### src/rtl/awm_params.svh
// Constants of the long and multiple write command block
`ifndef AWM_PARAMS_SVH
`define AWM_PARAMS_SVH
// ==========================================================
// Task-file register offsets
`define AWM_TF_DATA 3'h0
`define AWM_TF_ERR 3'h1
`define AWM_TF_SC 3'h2
`define AWM_TF_SN 3'h3
`define AWM_TF_CL 3'h4
`define AWM_TF_CH 3'h5
`define AWM_TF_DH 3'h6
`define AWM_TF_CMD 3'h7
// ==========================================================
// Opcodes
`define AWM_OP_LONG_RTY 8'h32
`define AWM_OP_LONG_NORTY 8'h33
`define AWM_OP_MULT 8'hc5
// ==========================================================
// Status, error and drive/head register bits
`define AWM_ST_BSY 7
`define AWM_ST_DRDY 6
`define AWM_ST_DSC 4
`define AWM_ST_DRQ 3
`define AWM_ST_ERR 0
`define AWM_ER_IDNF 4
`define AWM_ER_ABRT 2
`define AWM_DH_LBA 6
`define AWM_DH_FIXED 8'ha0
// ==========================================================
// Transfer sizes
`define AWM_SECT_WORDS 9'd256
`define AWM_LONG_ACC 9'd260
`define AWM_ECC_BYTES 9'd4
`define AWM_MAX_SECT 9'd256
// ==========================================================
// Timing
`define AWM_CLK_NS 25
`define AWM_BSY_MAX_NS 400
// ==========================================================
// Controller register offsets and bits
`define AWM_HR_CTRL 3'h0
`define AWM_HR_LBA 3'h1
`define AWM_HR_CNT 3'h2
`define AWM_HR_STAT 3'h3
`define AWM_HR_ISTAT 3'h4
`define AWM_HR_ICLR 3'h5
`define AWM_HR_IEN 3'h6
`define AWM_EV_DONE 0
`define AWM_EV_FAIL 1
`endif

### src/rtl/awm_pkg.sv
// Types shared by both ends of the task-file link
package awm_pkg;
    typedef logic [15:0] awm_word_t;
    typedef logic [7:0] awm_byte_t;
    typedef enum logic [1:0] {D_IDLE, D_SETUP, D_XFER, D_STORE} awm_dst_t;
    typedef enum logic [2:0] {H_IDLE, H_TFW, H_PRD, H_PWAIT, H_PCHK,
                              H_DATA, H_WIRQ} awm_hst_t;
endpackage : awm_pkg

### src/rtl/awm_tf_if.sv
// Task-file link between host adapter and device
interface awm_tf_if;
    logic [2:0] tf_addr;
    logic [15:0] tf_wdata;
    logic tf_wr;
    logic tf_rd;
    logic [15:0] tf_rdata;
    logic intrq;
    modport dev (input tf_addr, input tf_wdata, input tf_wr, input tf_rd,
                 output tf_rdata, output intrq);
    modport hst (output tf_addr, output tf_wdata, output tf_wr,
                 output tf_rd, input tf_rdata, input intrq);
endinterface : awm_tf_if

### src/rtl/awm_dev.sv
// Device end: long write and multiple write command execution
`include "awm_params.svh"
// Contract
// long write carries 516 bytes, not 512
// long write moves exactly one sector
// 512 bytes as words, four check bytes bytewise
// host check bytes dropped
// 32h with retries, 33h without retries
// busy raised within 400 ns of command
// multiple write interrupts once per block only
// host checks data-request only per block
// host sets block size before multiple write
// C5h runs as multi-sector write
// start address from task-file registers
// busy, then data-request, no interrupt
// sector count zero means 256 sectors
// busy after last sector, then interrupt
// error stops at failing sector address
// multiple write without block size aborts
module awm_dev (
    // Clock, reset, enable
    input wire logic clk_sys,
    input wire logic rst_n,
    input wire logic ce,
    // Task-file link
    awm_tf_if.dev tf,
    // Block size from set-multiple, zero when not configured
    input wire awm_pkg::awm_byte_t blk_sectors,
    // Media side: sector words, store request and answer
    output logic med_wvalid,
    output awm_pkg::awm_word_t med_wdata,
    output logic [27:0] med_lba,
    output logic med_lba_mode,
    output logic med_retry,
    output logic med_store,
    input wire logic med_ack,
    input wire logic med_fail
);
    import awm_pkg::*;

    localparam int BSY_MAX_CYC = `AWM_BSY_MAX_NS / `AWM_CLK_NS;
    if (BSY_MAX_CYC < 1) $error("clock too slow");

    awm_dst_t st_r, st_nxt;
    logic [7:0] sc_r, sc_nxt, sn_r, sn_nxt, cl_r, cl_nxt;
    logic [7:0] ch_r, ch_nxt, dh_r, dh_nxt, cmd_r, cmd_nxt;
    logic [7:0] er_r, er_nxt, blk_r, blk_nxt;
    logic bsy_r, bsy_nxt, drq_r, drq_nxt, errb_r, errb_nxt;
    logic irq_r, irq_nxt, long_r, long_nxt;
    logic [8:0] left_r, left_nxt, wcnt_r, wcnt_nxt;
    awm_word_t rd_r, rd_nxt, mwd_r, mwd_nxt;
    logic mwv_r, mwv_nxt, sto_r, sto_nxt;
    logic [27:0] lba_inc;
    logic data_wr, last_acc;

    // Opcode class: 1 long, 2 multiple, 0 unsupported
    function automatic logic [1:0] op_class(input logic [7:0] op);
        if (op == `AWM_OP_LONG_RTY || op == `AWM_OP_LONG_NORTY)
            op_class = 2'd1;
        else if (op == `AWM_OP_MULT)
            op_class = 2'd2;
        else
            op_class = 2'd0;
    endfunction : op_class

    // Start address assembled from the task file
    assign med_lba = {dh_r[3:0], ch_r, cl_r, sn_r};
    assign med_lba_mode = dh_r[`AWM_DH_LBA];
    assign med_retry = (cmd_r != `AWM_OP_LONG_NORTY);
    assign lba_inc = med_lba + 28'h1;
    assign med_wvalid = mwv_r;
    assign med_wdata = mwd_r;
    assign med_store = sto_r;
    assign tf.tf_rdata = rd_r;
    assign tf.intrq = irq_r;
    // Host streams a whole block, so a pending store still takes words
    assign data_wr = tf.tf_wr && tf.tf_addr == `AWM_TF_DATA &&
                     st_r inside {D_XFER, D_STORE};
    // Long sector ends on its 260th access, others on the 256th
    assign last_acc = long_r ? (wcnt_r == `AWM_LONG_ACC - 9'd1)
                             : (wcnt_r == `AWM_SECT_WORDS - 9'd1);

    // Next-state logic
    always_comb
    begin
        st_nxt = st_r;
        sc_nxt = sc_r;
        sn_nxt = sn_r;
        cl_nxt = cl_r;
        ch_nxt = ch_r;
        dh_nxt = dh_r;
        cmd_nxt = cmd_r;
        er_nxt = er_r;
        blk_nxt = blk_r;
        bsy_nxt = bsy_r;
        drq_nxt = drq_r;
        errb_nxt = errb_r;
        irq_nxt = irq_r;
        long_nxt = long_r;
        left_nxt = left_r;
        wcnt_nxt = wcnt_r;
        rd_nxt = rd_r;
        mwd_nxt = mwd_r;
        mwv_nxt = 1'b0;
        sto_nxt = sto_r;
        // Register reads answer one cycle later
        if (tf.tf_rd)
        begin
            if (tf.tf_addr == `AWM_TF_ERR)
                rd_nxt = {8'h00, er_r};
            else if (tf.tf_addr == `AWM_TF_SC)
                rd_nxt = {8'h00, sc_r};
            else if (tf.tf_addr == `AWM_TF_SN)
                rd_nxt = {8'h00, sn_r};
            else if (tf.tf_addr == `AWM_TF_CL)
                rd_nxt = {8'h00, cl_r};
            else if (tf.tf_addr == `AWM_TF_CH)
                rd_nxt = {8'h00, ch_r};
            else if (tf.tf_addr == `AWM_TF_DH)
                rd_nxt = {8'h00, dh_r};
            else if (tf.tf_addr == `AWM_TF_CMD)
            begin
                rd_nxt = 16'h0000;
                rd_nxt[`AWM_ST_BSY] = bsy_r;
                rd_nxt[`AWM_ST_DRDY] = 1'b1;
                rd_nxt[`AWM_ST_DSC] = 1'b1;
                rd_nxt[`AWM_ST_DRQ] = drq_r;
                rd_nxt[`AWM_ST_ERR] = errb_r;
                irq_nxt = 1'b0; // Status read acknowledges
            end
            else
                rd_nxt = 16'h0000;
        end
        // Non-data task-file writes only while idle; every non-idle state locks the file
        if (tf.tf_wr && st_r == D_IDLE)
        begin
            if (tf.tf_addr == `AWM_TF_SC)
                sc_nxt = tf.tf_wdata[7:0];
            else if (tf.tf_addr == `AWM_TF_SN)
                sn_nxt = tf.tf_wdata[7:0];
            else if (tf.tf_addr == `AWM_TF_CL)
                cl_nxt = tf.tf_wdata[7:0];
            else if (tf.tf_addr == `AWM_TF_CH)
                ch_nxt = tf.tf_wdata[7:0];
            else if (tf.tf_addr == `AWM_TF_DH)
                dh_nxt = tf.tf_wdata[7:0];
            else if (tf.tf_addr == `AWM_TF_CMD)
            begin
                cmd_nxt = tf.tf_wdata[7:0];
                bsy_nxt = 1'b1;
                drq_nxt = 1'b0;
                errb_nxt = 1'b0;
                er_nxt = 8'h00;
                irq_nxt = 1'b0;
                st_nxt = D_SETUP;
            end
        end
        // Limitation: next sector must not end before the store answer
        if (data_wr)
        begin
            wcnt_nxt = wcnt_r + 9'd1;
            // Check bytes are swallowed, never forwarded
            if (wcnt_r < `AWM_SECT_WORDS)
            begin
                mwv_nxt = 1'b1;
                mwd_nxt = tf.tf_wdata;
            end
            if (last_acc)
            begin
                wcnt_nxt = 9'd0;
                drq_nxt = 1'b0;
                bsy_nxt = 1'b1;
                sto_nxt = 1'b1;
                st_nxt = D_STORE;
            end
        end
        case (st_r)
            D_SETUP:
            begin
                bsy_nxt = 1'b0;
                wcnt_nxt = 9'd0;
                blk_nxt = blk_sectors;
                long_nxt = (op_class(cmd_r) == 2'd1);
                if (op_class(cmd_r) == 2'd0 ||
                    (op_class(cmd_r) == 2'd2 && blk_sectors == 8'h00))
                begin
                    er_nxt[`AWM_ER_ABRT] = 1'b1;
                    errb_nxt = 1'b1;
                    irq_nxt = 1'b1;
                    st_nxt = D_IDLE;
                end
                else
                begin
                    drq_nxt = 1'b1; // No interrupt here
                    st_nxt = D_XFER;
                    if (op_class(cmd_r) == 2'd1)
                        left_nxt = 9'd1;
                    else if (sc_r == 8'h00)
                        left_nxt = `AWM_MAX_SECT;
                    else
                        left_nxt = {1'b0, sc_r};
                end
            end
            D_STORE:
            begin
                if (med_ack)
                begin
                    sto_nxt = 1'b0;
                    bsy_nxt = 1'b0;
                    if (med_fail)
                    begin
                        // Address left pointing at failing sector
                        er_nxt[`AWM_ER_IDNF] = 1'b1;
                        errb_nxt = 1'b1;
                        irq_nxt = 1'b1;
                        st_nxt = D_IDLE;
                    end
                    else
                    begin
                        {dh_nxt[3:0], ch_nxt, cl_nxt, sn_nxt} = lba_inc;
                        left_nxt = left_r - 9'd1;
                        if (left_r == 9'd1)
                        begin
                            irq_nxt = 1'b1;
                            st_nxt = D_IDLE;
                        end
                        else
                        begin
                            drq_nxt = 1'b1;
                            st_nxt = D_XFER;
                            if (blk_r == 8'h01)
                            begin
                                irq_nxt = 1'b1; // Block boundary
                                blk_nxt = blk_sectors;
                            end
                            else
                                blk_nxt = blk_r - 8'h01;
                        end
                    end
                end
            end
            default:
                ;
        endcase
    end

    // State flops
    always_ff @(posedge clk_sys or negedge rst_n)
    begin
        if (!rst_n)
        begin
            st_r <= D_IDLE;
            sc_r <= 8'h01;
            sn_r <= 8'h01;
            cl_r <= 8'h00;
            ch_r <= 8'h00;
            dh_r <= `AWM_DH_FIXED;
            cmd_r <= 8'h00;
            er_r <= 8'h00;
            blk_r <= 8'h00;
            bsy_r <= 1'b0;
            drq_r <= 1'b0;
            errb_r <= 1'b0;
            irq_r <= 1'b0;
            long_r <= 1'b0;
            left_r <= 9'd0;
            wcnt_r <= 9'd0;
            rd_r <= 16'h0000;
            mwd_r <= 16'h0000;
            mwv_r <= 1'b0;
            sto_r <= 1'b0;
        end
        else if (ce)
        begin
            st_r <= st_nxt;
            sc_r <= sc_nxt;
            sn_r <= sn_nxt;
            cl_r <= cl_nxt;
            ch_r <= ch_nxt;
            dh_r <= dh_nxt;
            cmd_r <= cmd_nxt;
            er_r <= er_nxt;
            blk_r <= blk_nxt;
            bsy_r <= bsy_nxt;
            drq_r <= drq_nxt;
            errb_r <= errb_nxt;
            irq_r <= irq_nxt;
            long_r <= long_nxt;
            left_r <= left_nxt;
            wcnt_r <= wcnt_nxt;
            rd_r <= rd_nxt;
            mwd_r <= mwd_nxt;
            mwv_r <= mwv_nxt;
            sto_r <= sto_nxt;
        end
    end
endmodule : awm_dev

### src/flat_wrapper.sv
// flat-port wrapper written by rule: the top's interface ports become plain ports
module awm_dev_flat import awm_pkg::*;
  (clk_sys, rst_n, ce, blk_sectors, med_wvalid, med_wdata, med_lba, med_lba_mode, med_retry, med_store, med_ack, med_fail, tf_tf_addr, tf_tf_wdata, tf_tf_wr, tf_tf_rd, tf_tf_rdata, tf_intrq);
  awm_tf_if tf_i ();
  input wire logic clk_sys;
  input wire logic rst_n;
  input wire logic ce;
  input wire awm_pkg::awm_byte_t blk_sectors;
  output logic med_wvalid;
  output awm_pkg::awm_word_t med_wdata;
  output logic [27:0] med_lba;
  output logic med_lba_mode;
  output logic med_retry;
  output logic med_store;
  input wire logic med_ack;
  input wire logic med_fail;
  input wire logic [$bits(tf_i.tf_addr)-1:0] tf_tf_addr;
  input wire logic [$bits(tf_i.tf_wdata)-1:0] tf_tf_wdata;
  input wire logic [$bits(tf_i.tf_wr)-1:0] tf_tf_wr;
  input wire logic [$bits(tf_i.tf_rd)-1:0] tf_tf_rd;
  output wire logic [$bits(tf_i.tf_rdata)-1:0] tf_tf_rdata;
  output wire logic [$bits(tf_i.intrq)-1:0] tf_intrq;
  assign tf_i.tf_addr = tf_tf_addr;
  assign tf_i.tf_wdata = tf_tf_wdata;
  assign tf_i.tf_wr = tf_tf_wr;
  assign tf_i.tf_rd = tf_tf_rd;
  assign tf_tf_rdata = tf_i.tf_rdata;
  assign tf_intrq = tf_i.intrq;
  awm_dev u_core (.clk_sys(clk_sys), .rst_n(rst_n), .ce(ce), .tf(tf_i), .blk_sectors(blk_sectors), .med_wvalid(med_wvalid), .med_wdata(med_wdata), .med_lba(med_lba), .med_lba_mode(med_lba_mode), .med_retry(med_retry), .med_store(med_store), .med_ack(med_ack), .med_fail(med_fail));
endmodule
### config.mk
export PLATFORM = sky130hd
export DESIGN_NAME = awm_dev_flat
export DESIGN_NICKNAME = d
export VERILOG_FILES = /design/src/rtl/awm_pkg.sv /design/src/rtl/awm_tf_if.sv /design/src/rtl/awm_dev.sv /design/src/flat_wrapper.sv
export VERILOG_INCLUDE_DIRS = /design/src /design/src/rtl
export SDC_FILE = /design/constraint.sdc
export NUM_CORES = 1
export LEC_CHECK = 0
export CORE_MARGIN = 2
export CORE_UTILIZATION = 25
export DETAILED_ROUTE_END_ITERATION = 8
export DONT_BUFFER_PORTS = 1
export GPL_TIMING_DRIVEN = 0
export HOLD_SLACK_MARGIN = 0.12
export PLACE_DENSITY = 0.39
export REMOVE_ABC_BUFFERS = 1
export SKIP_LAST_GASP = 1
export SLEW_MARGIN = 5
export SYNTH_ARGS = -nofsm -noshare
export SYNTH_HDL_FRONTEND = slang
export SYNTH_SLANG_ARGS = --single-unit
export TNS_END_PERCENT = 5
### constraint.sdc
create_clock -name clk_sys -period 3.8 [get_ports clk_sys]
set_clock_uncertainty 0.15 [all_clocks]
set_input_delay 0.76 -clock clk_sys [delete_from_list [all_inputs] [get_ports clk_sys]]
set_output_delay 0.76 -clock clk_sys [all_outputs]
set_load 0.02 [all_outputs]
==> Yosys cells after proc, flatten, opt, wreduce, memory -nomap -nowiden <==
Cells that the tools add are included.
{ "totals": {"ff_bits": 117, "elab_cells": 225, "input_bits": 34} }
{ "op_classes": {"n_mux": 146, "reduce_logical": 23, "n_bitwise": 5, "magnitude_cmp": 1, "eq_ne": 25, "add_sub_neg": 4} }
{ "op_table": {"columns": ["cell", "n"], "rows": [
  ["$mux 8", 27],
  ["$mux 16", 5],
  ["$mux 9", 8],
  ["$mux 1", 65],
  ["$mux 2", 18],
  ["$mux 4", 9],
  ["$mux 5", 7],
  ["$add 28x1->28 const B", 1],
  ["$pmux 9 s2", 1],
  ["$eq 8x6->1 const B", 2],
  ["$logic_not 8->1", 2],
  ["$pmux 8 s2", 1],
  ["$eq 3x3->1 const B", 4],
  ["$reduce_and 5->1", 2],
  ["$add 9x1->9 const B", 1],
  ["$eq 9x1->1 const B", 1],
  ["$eq 9x8->1 const B", 1],
  ["$eq 9x9->1 const B", 1],
  ["$lt 9x9->1 const B", 1],
  ["$sub 9x1->9 const B", 1],
  ["$eq 8x1->1 const B", 1],
  ["$eq 8x8->1 const B", 1],
  ["$ne 2x2->1 const B", 4],
  ["$ne 8x6->1 const B", 1],
  ["17 further kinds", 39]
]} }

==> Depth between registers and ports, before layout <==
{ "logic_depth": {"depth_word": 21, "ltp_mapped": 8, "ltp_nobuf": 7} }

==> Worst setup path before layout <==
OpenSTA, ideal clock, no wires.
{ "synth_path": {"kind": "input to register", "from": "in tf_tf_addr[1]", "to": "reg u_core.mwd_r[10], in the netlist u_core.med_wdata[10]", "stages": 7, "n_path_buf": 2, "slack_ns": 1.193, "arrival_ns": 2.332, "t_required_ns": 3.525, "setup_ns": 0.125, "path_cell_list": "buf_6 -> or2_1 -> or3_1 -> or2_4 -> nor2_8 -> buf_8 -> mux2_2"} }
{ "synth_between": {"elab_chain_len": 4} }
{ "synth_lines": {"columns": ["element", "line", "text"], "rows": [
  ["from (decl)", "flat_wrapper.sv:17", "input wire logic [$bits(tf_i.tf_addr)-1:0] tf_tf_addr;"],
  ["$logic_not 3->1 (no source line)", null, null],
  ["$logic_and 1x1->1 (no source line)", null, null],
  ["$logic_and 1x1->1", "awm_dev.sv:77", "assign data_wr = tf.tf_wr && tf.tf_addr == `AWM_TF_DATA &&"],
  ["$reduce_and 3->1 (no source line)", null, null],
  ["to (signal assigned)", "awm_dev.sv:292", "mwd_r <= mwd_nxt;"],
  ["to (decl)", "awm_dev.sv:51", "awm_word_t rd_r, rd_nxt, mwd_r, mwd_nxt;"]
]} }
No other way between the ends.
A chain may end at the register's enable or synchronous reset.

==> Worst setup path in the final report <==
{ "layout_path": {"from": "reg u_core.st_r[1]", "to": "reg u_core.ch_r[5]"} }
{ "layout_between": {"elab_chain_len": 6, "word_cells_on_any_way": 7, "cone_classes": "eq/ne: 1; mux: 4; reduce/logical: 2"} }
{ "layout_lines": {"columns": ["element", "line", "text"], "rows": [
  ["from (decl)", "awm_dev.sv:44", "awm_dst_t st_r, st_nxt;"],
  ["from (signal assigned)", "awm_dev.sv:275", "st_r <= st_nxt;"],
  ["$logic_not 2->1", "awm_dev.sv:135", "if (tf.tf_wr && st_r == D_IDLE)"],
  ["$logic_and 1x1->1", "awm_dev.sv:135", null],
  ["$mux 8", "awm_dev.sv:135", null],
  ["$mux 8", "awm_dev.sv:210", "if (med_fail)"],
  ["$mux 8", "awm_dev.sv:206", "if (med_ack)"],
  ["$mux 8 *", "awm_dev.sv:177", "case (st_r)"],
  ["to (signal assigned)", "awm_dev.sv:279", "ch_r <= ch_nxt;"],
  ["to (decl)", "awm_dev.sv:46", "logic [7:0] ch_r, ch_nxt, dh_r, dh_nxt, cmd_r, cmd_nxt;"]
]} }
Mark *: on every way between the ends. The rest lies on a longest branch, timed or not.

==> summary.txt <==
Routed WL: 20,400 um
Fin crit period: 3.26 ns
Num CTS Buffers: 9
I/O pins: 99
Final net count: 677
Synth Instances: 662
Most frequent cell after synthesis: dfrtp_1
Worst path cell trace: nand4b_1, or3_1, nor4_2, a221oi_1, a311oi_1
Chip height: 161 um
First-pass GRT wire length: 31,400 um
Crit Path Max Fanout: 16
Switch Pwr: 1.64 mW
Worst Setup Start Kind: register
Syn-to-layout area delta: 8.47%
RePlAce Congestion: 0.810
Clk slew on worst S/H paths: 0.09 ns
Launching point of the worst reg2reg path: u_core.st_r[1]
F_max: 0.307 GHz
Worst-margin pin slew: 0.977 ns
Diode count: 0
Slew margin rel.: 34.9%
# setup viols final: 0
Worst Path Required: 3.92 ns
WP buf/inv: 0
Port bufs: 0
Synth unique cells: 77
Final Instance Count excl. Fillers: 966
Post-route DRC: 0
Post-synthesis async set-or-reset flop share: 100%
Yosys top cell by area: dfrtp_1
Number of max-cap violations: 0
Final Max Slew Viols: 0
Commonest cells in the synthesized netlist: dfrtp_1, a21oi_1, nand2_1
Post-synth EDFFs: 0
Routed wire per std cell: 21.1 um
Setup CP Type: reg2reg
Clk pwr share: 24.3%
Synth Area in XOR/XNOR: 0.990%
Root buffer cell: clkbuf_16
DR vias: 5,095
Synth top area cells: dfrtp_1, mux2_2, a21oi_1, nand2_1, o21ai_0
DIE WIDTH: 161 um
Seq/Total Area, Yosys: 44.1%
RSZ-0062 raised after global routing: false
DR pass1 iterations: 4
Largest net degree at the start of global routing: 109
Synth Register Bits: 109
Comb pwr share: 21.2%
Post-DRT Antenna Nets: 0
Post_cts resized: 0
Critical path's largest stage delay: 0.82 ns
Clk sinks: 109
Outcome: complete, no violations
Power Dens Cells: 594 mW/mm2
Synth Area in Compound Gates: 20.7%
CTS tree: built
Initial antenna violation count: 0
Final Cycle Share: 85.8%
Crit path DAT: 3.38 ns
Mux cell area share after synthesis: 8.25%
CTS max path bufs: 2
Setup tns final: 0 ns
Sw frac: 41.1%
Leak: 2.70 nW
Post-Synth Simple-Gate Area: 19.5%
Peak supply drop: 0.277 mV
Post-CTS repair timing setup buffer count: 0
Number of cell rows: 57
CTS HTree Levels: 3
Reg2reg path depth: 5
Initial DRC Count: 317
Final Hold Viols: 0
Layout cells sized above 1: 12.3%
HPWL after DPL: 14,300 um
Initial Utilization: 25.5%
DR vias/cell: 5.27
Ys flop type: dfrtp_1
Worst hold path type: in2async
Number of synthesis warnings: 0
Main combinational cell family by area after synthesis: compound AO/OA/AOI/OAI gates
Number of global-route vias before repair: 5,036
Tot GR Track Use: 15.8%
Core area: 0.0243 mm2
Die area: 0.0260 mm2
Synth top area share: 42.4%
Internal: 2.35 mW
Cells after DPL: 948
Cell area after synthesis: 0.00619 mm2
Flop-to-flop setup slack: 0.54 ns
Crit path max-delay family: simple AND/OR/NAND/NOR gates
Seq pwr share: 54.5%
Grt ovf: 0
Average size of a mapped cell: 9.35 um2
Worst hold slack: 0.167 ns
Worst r2r dst: u_core.ch_r[5]
Critical-path top delay cell: or3_1
Clock Latency Late Sink: 0.36 ns
Post-synthesis adder-cell area fraction: 1.21%
Worst Setup End Kind: register
-- layer usage --
layer	part of all wire, %	track usage (%)
met3	7.6	5.08
met5	0	0
met2	47	25.6
met4	1.0	3.17
met1	44	20.7
-- worst max-delay path by stage --
stage,from,end,slack [ns],cells after the start
2_1_floorplan,med_fail,u_core.ch_r[5],1.16,5
3_3_place_gp,ce,u_core.dh_r[1],0.31,5
3_5_place_dp,med_fail,u_core.ch_r[5],0.48,5
4_1_cts,u_core.st_r[1],u_core.ch_r[5],0.55,5
5_1_grt,u_core.st_r[1],u_core.ch_r[5],0.33,5
6_report,u_core.st_r[1],u_core.ch_r[5],0.54,5
-- flip-flops by register name, summed over array words and instances, names as in the netlist --
register            cells
u_core.tf.intrq         1
u_core.dh_r             8
u_core.left_r           9
u_core.cl_r             8
u_core.ch_r             8
u_core.errb_r           1
u_core.cmd_r            8
u_core.wcnt_r           9
u_core.bsy_r            1
u_core.er_r             2
u_core.drq_r            1
u_core.long_r           1
u_core.med_wvalid       1
u_core.sn_r             8
u_core.tf.tf_rdata      8
u_core.st_r             2
u_core.med_store        1
u_core.blk_r            8
u_core.sc_r             8
u_core.med_wdata       16
-- what timing repair did --
| item | CTS | global route |
|---|---|---|
| hold buffers | 2 | 0 |
| setup endpoints to repair | 0 | 0 |
| endpoints found under the hold margin | 108 | 0 |
-- cells by family (layout without fill, tap and decap cells) --
group	Yosys count	in the layout
other	1	8
and+or+nand+nor	227	227
adders and majority gates	6	6
AOI/OAI and AO/OA	206	206
xor gates and xnor gates	7	7
muxes	43	43
buffers and inverters	63	36
DFF	109	109
-- layout by cell type (no fill, tap or decap), drive strengths merged, types with 6 or more instances in the layout --
cell type,netlist,routed
o22ai,15,15
conb,1,8
nand4,12,12
nand3,20,20
nor4,10,10
mux2i,6,6
a21oi,72,72
mux2,34,34
o21ai,48,48
nand2,70,70
a21o,7,7
clkbuf,24,10
nor2,46,46
ha,6,6
nor3,14,14
a31oi,7,7
xor2,7,7
dfrtp,105,105
inv,16,19
-- power by group through the flow --
stage | Combinational (mW) | Sequential (mW) | Clock (mW)
floorplan | 0.657 | 1.98 | 0
global placement | 0.804 | 2.19 | 0
CTS | 0.854 | 2.18 | 0.999
global route | 0.966 | 2.24 | 1.04
finish | 0.844 | 2.18 | 0.969
detailed placement | 0.817 | 2.20 | 0
-- through the flow --
| step | util [%] | cell area, um2 | setup WS [ns] | power, mW |
|---|---|---|---|---|
| after global routing | 27.6 | 6720 | 0.331 | 4.25 |
| after CTS | 27.6 | 6720 | 0.552 | 4.03 |
| final | 27.6 | 6720 | 0.538 | 3.99 |
| after floorplan | - | 5960 | 1.16 | 2.64 |
| after global placement | 26.2 | 6370 | 0.305 | 2.99 |
| after detailed placement | 26.3 | 6380 | 0.480 | 3.02 |
-- cell type report --
class | instances | area, um2
clock buffer | 10 | 239
clock inverter | 6 | 53.8
fill | 2555 | 17600
inverter | 17 | 63.8
multi-input combinational | 497 | 3180
sequential | 109 | 2730
tap | 324 | 405
timing repair buffer | 3 | 45.0
-- worst reg2reg max path, delay by kind of cell (launching register included) --
| kind | cells | cell delay (ns) |
|---|---|---|
| and+or+nand+nor | 3 | 1.97 |
| AOI/OAI and AO/OA | 2 | 0.39 |
| DFF | 1 | 0.66 |
Power figures use the tool's default switching activity.
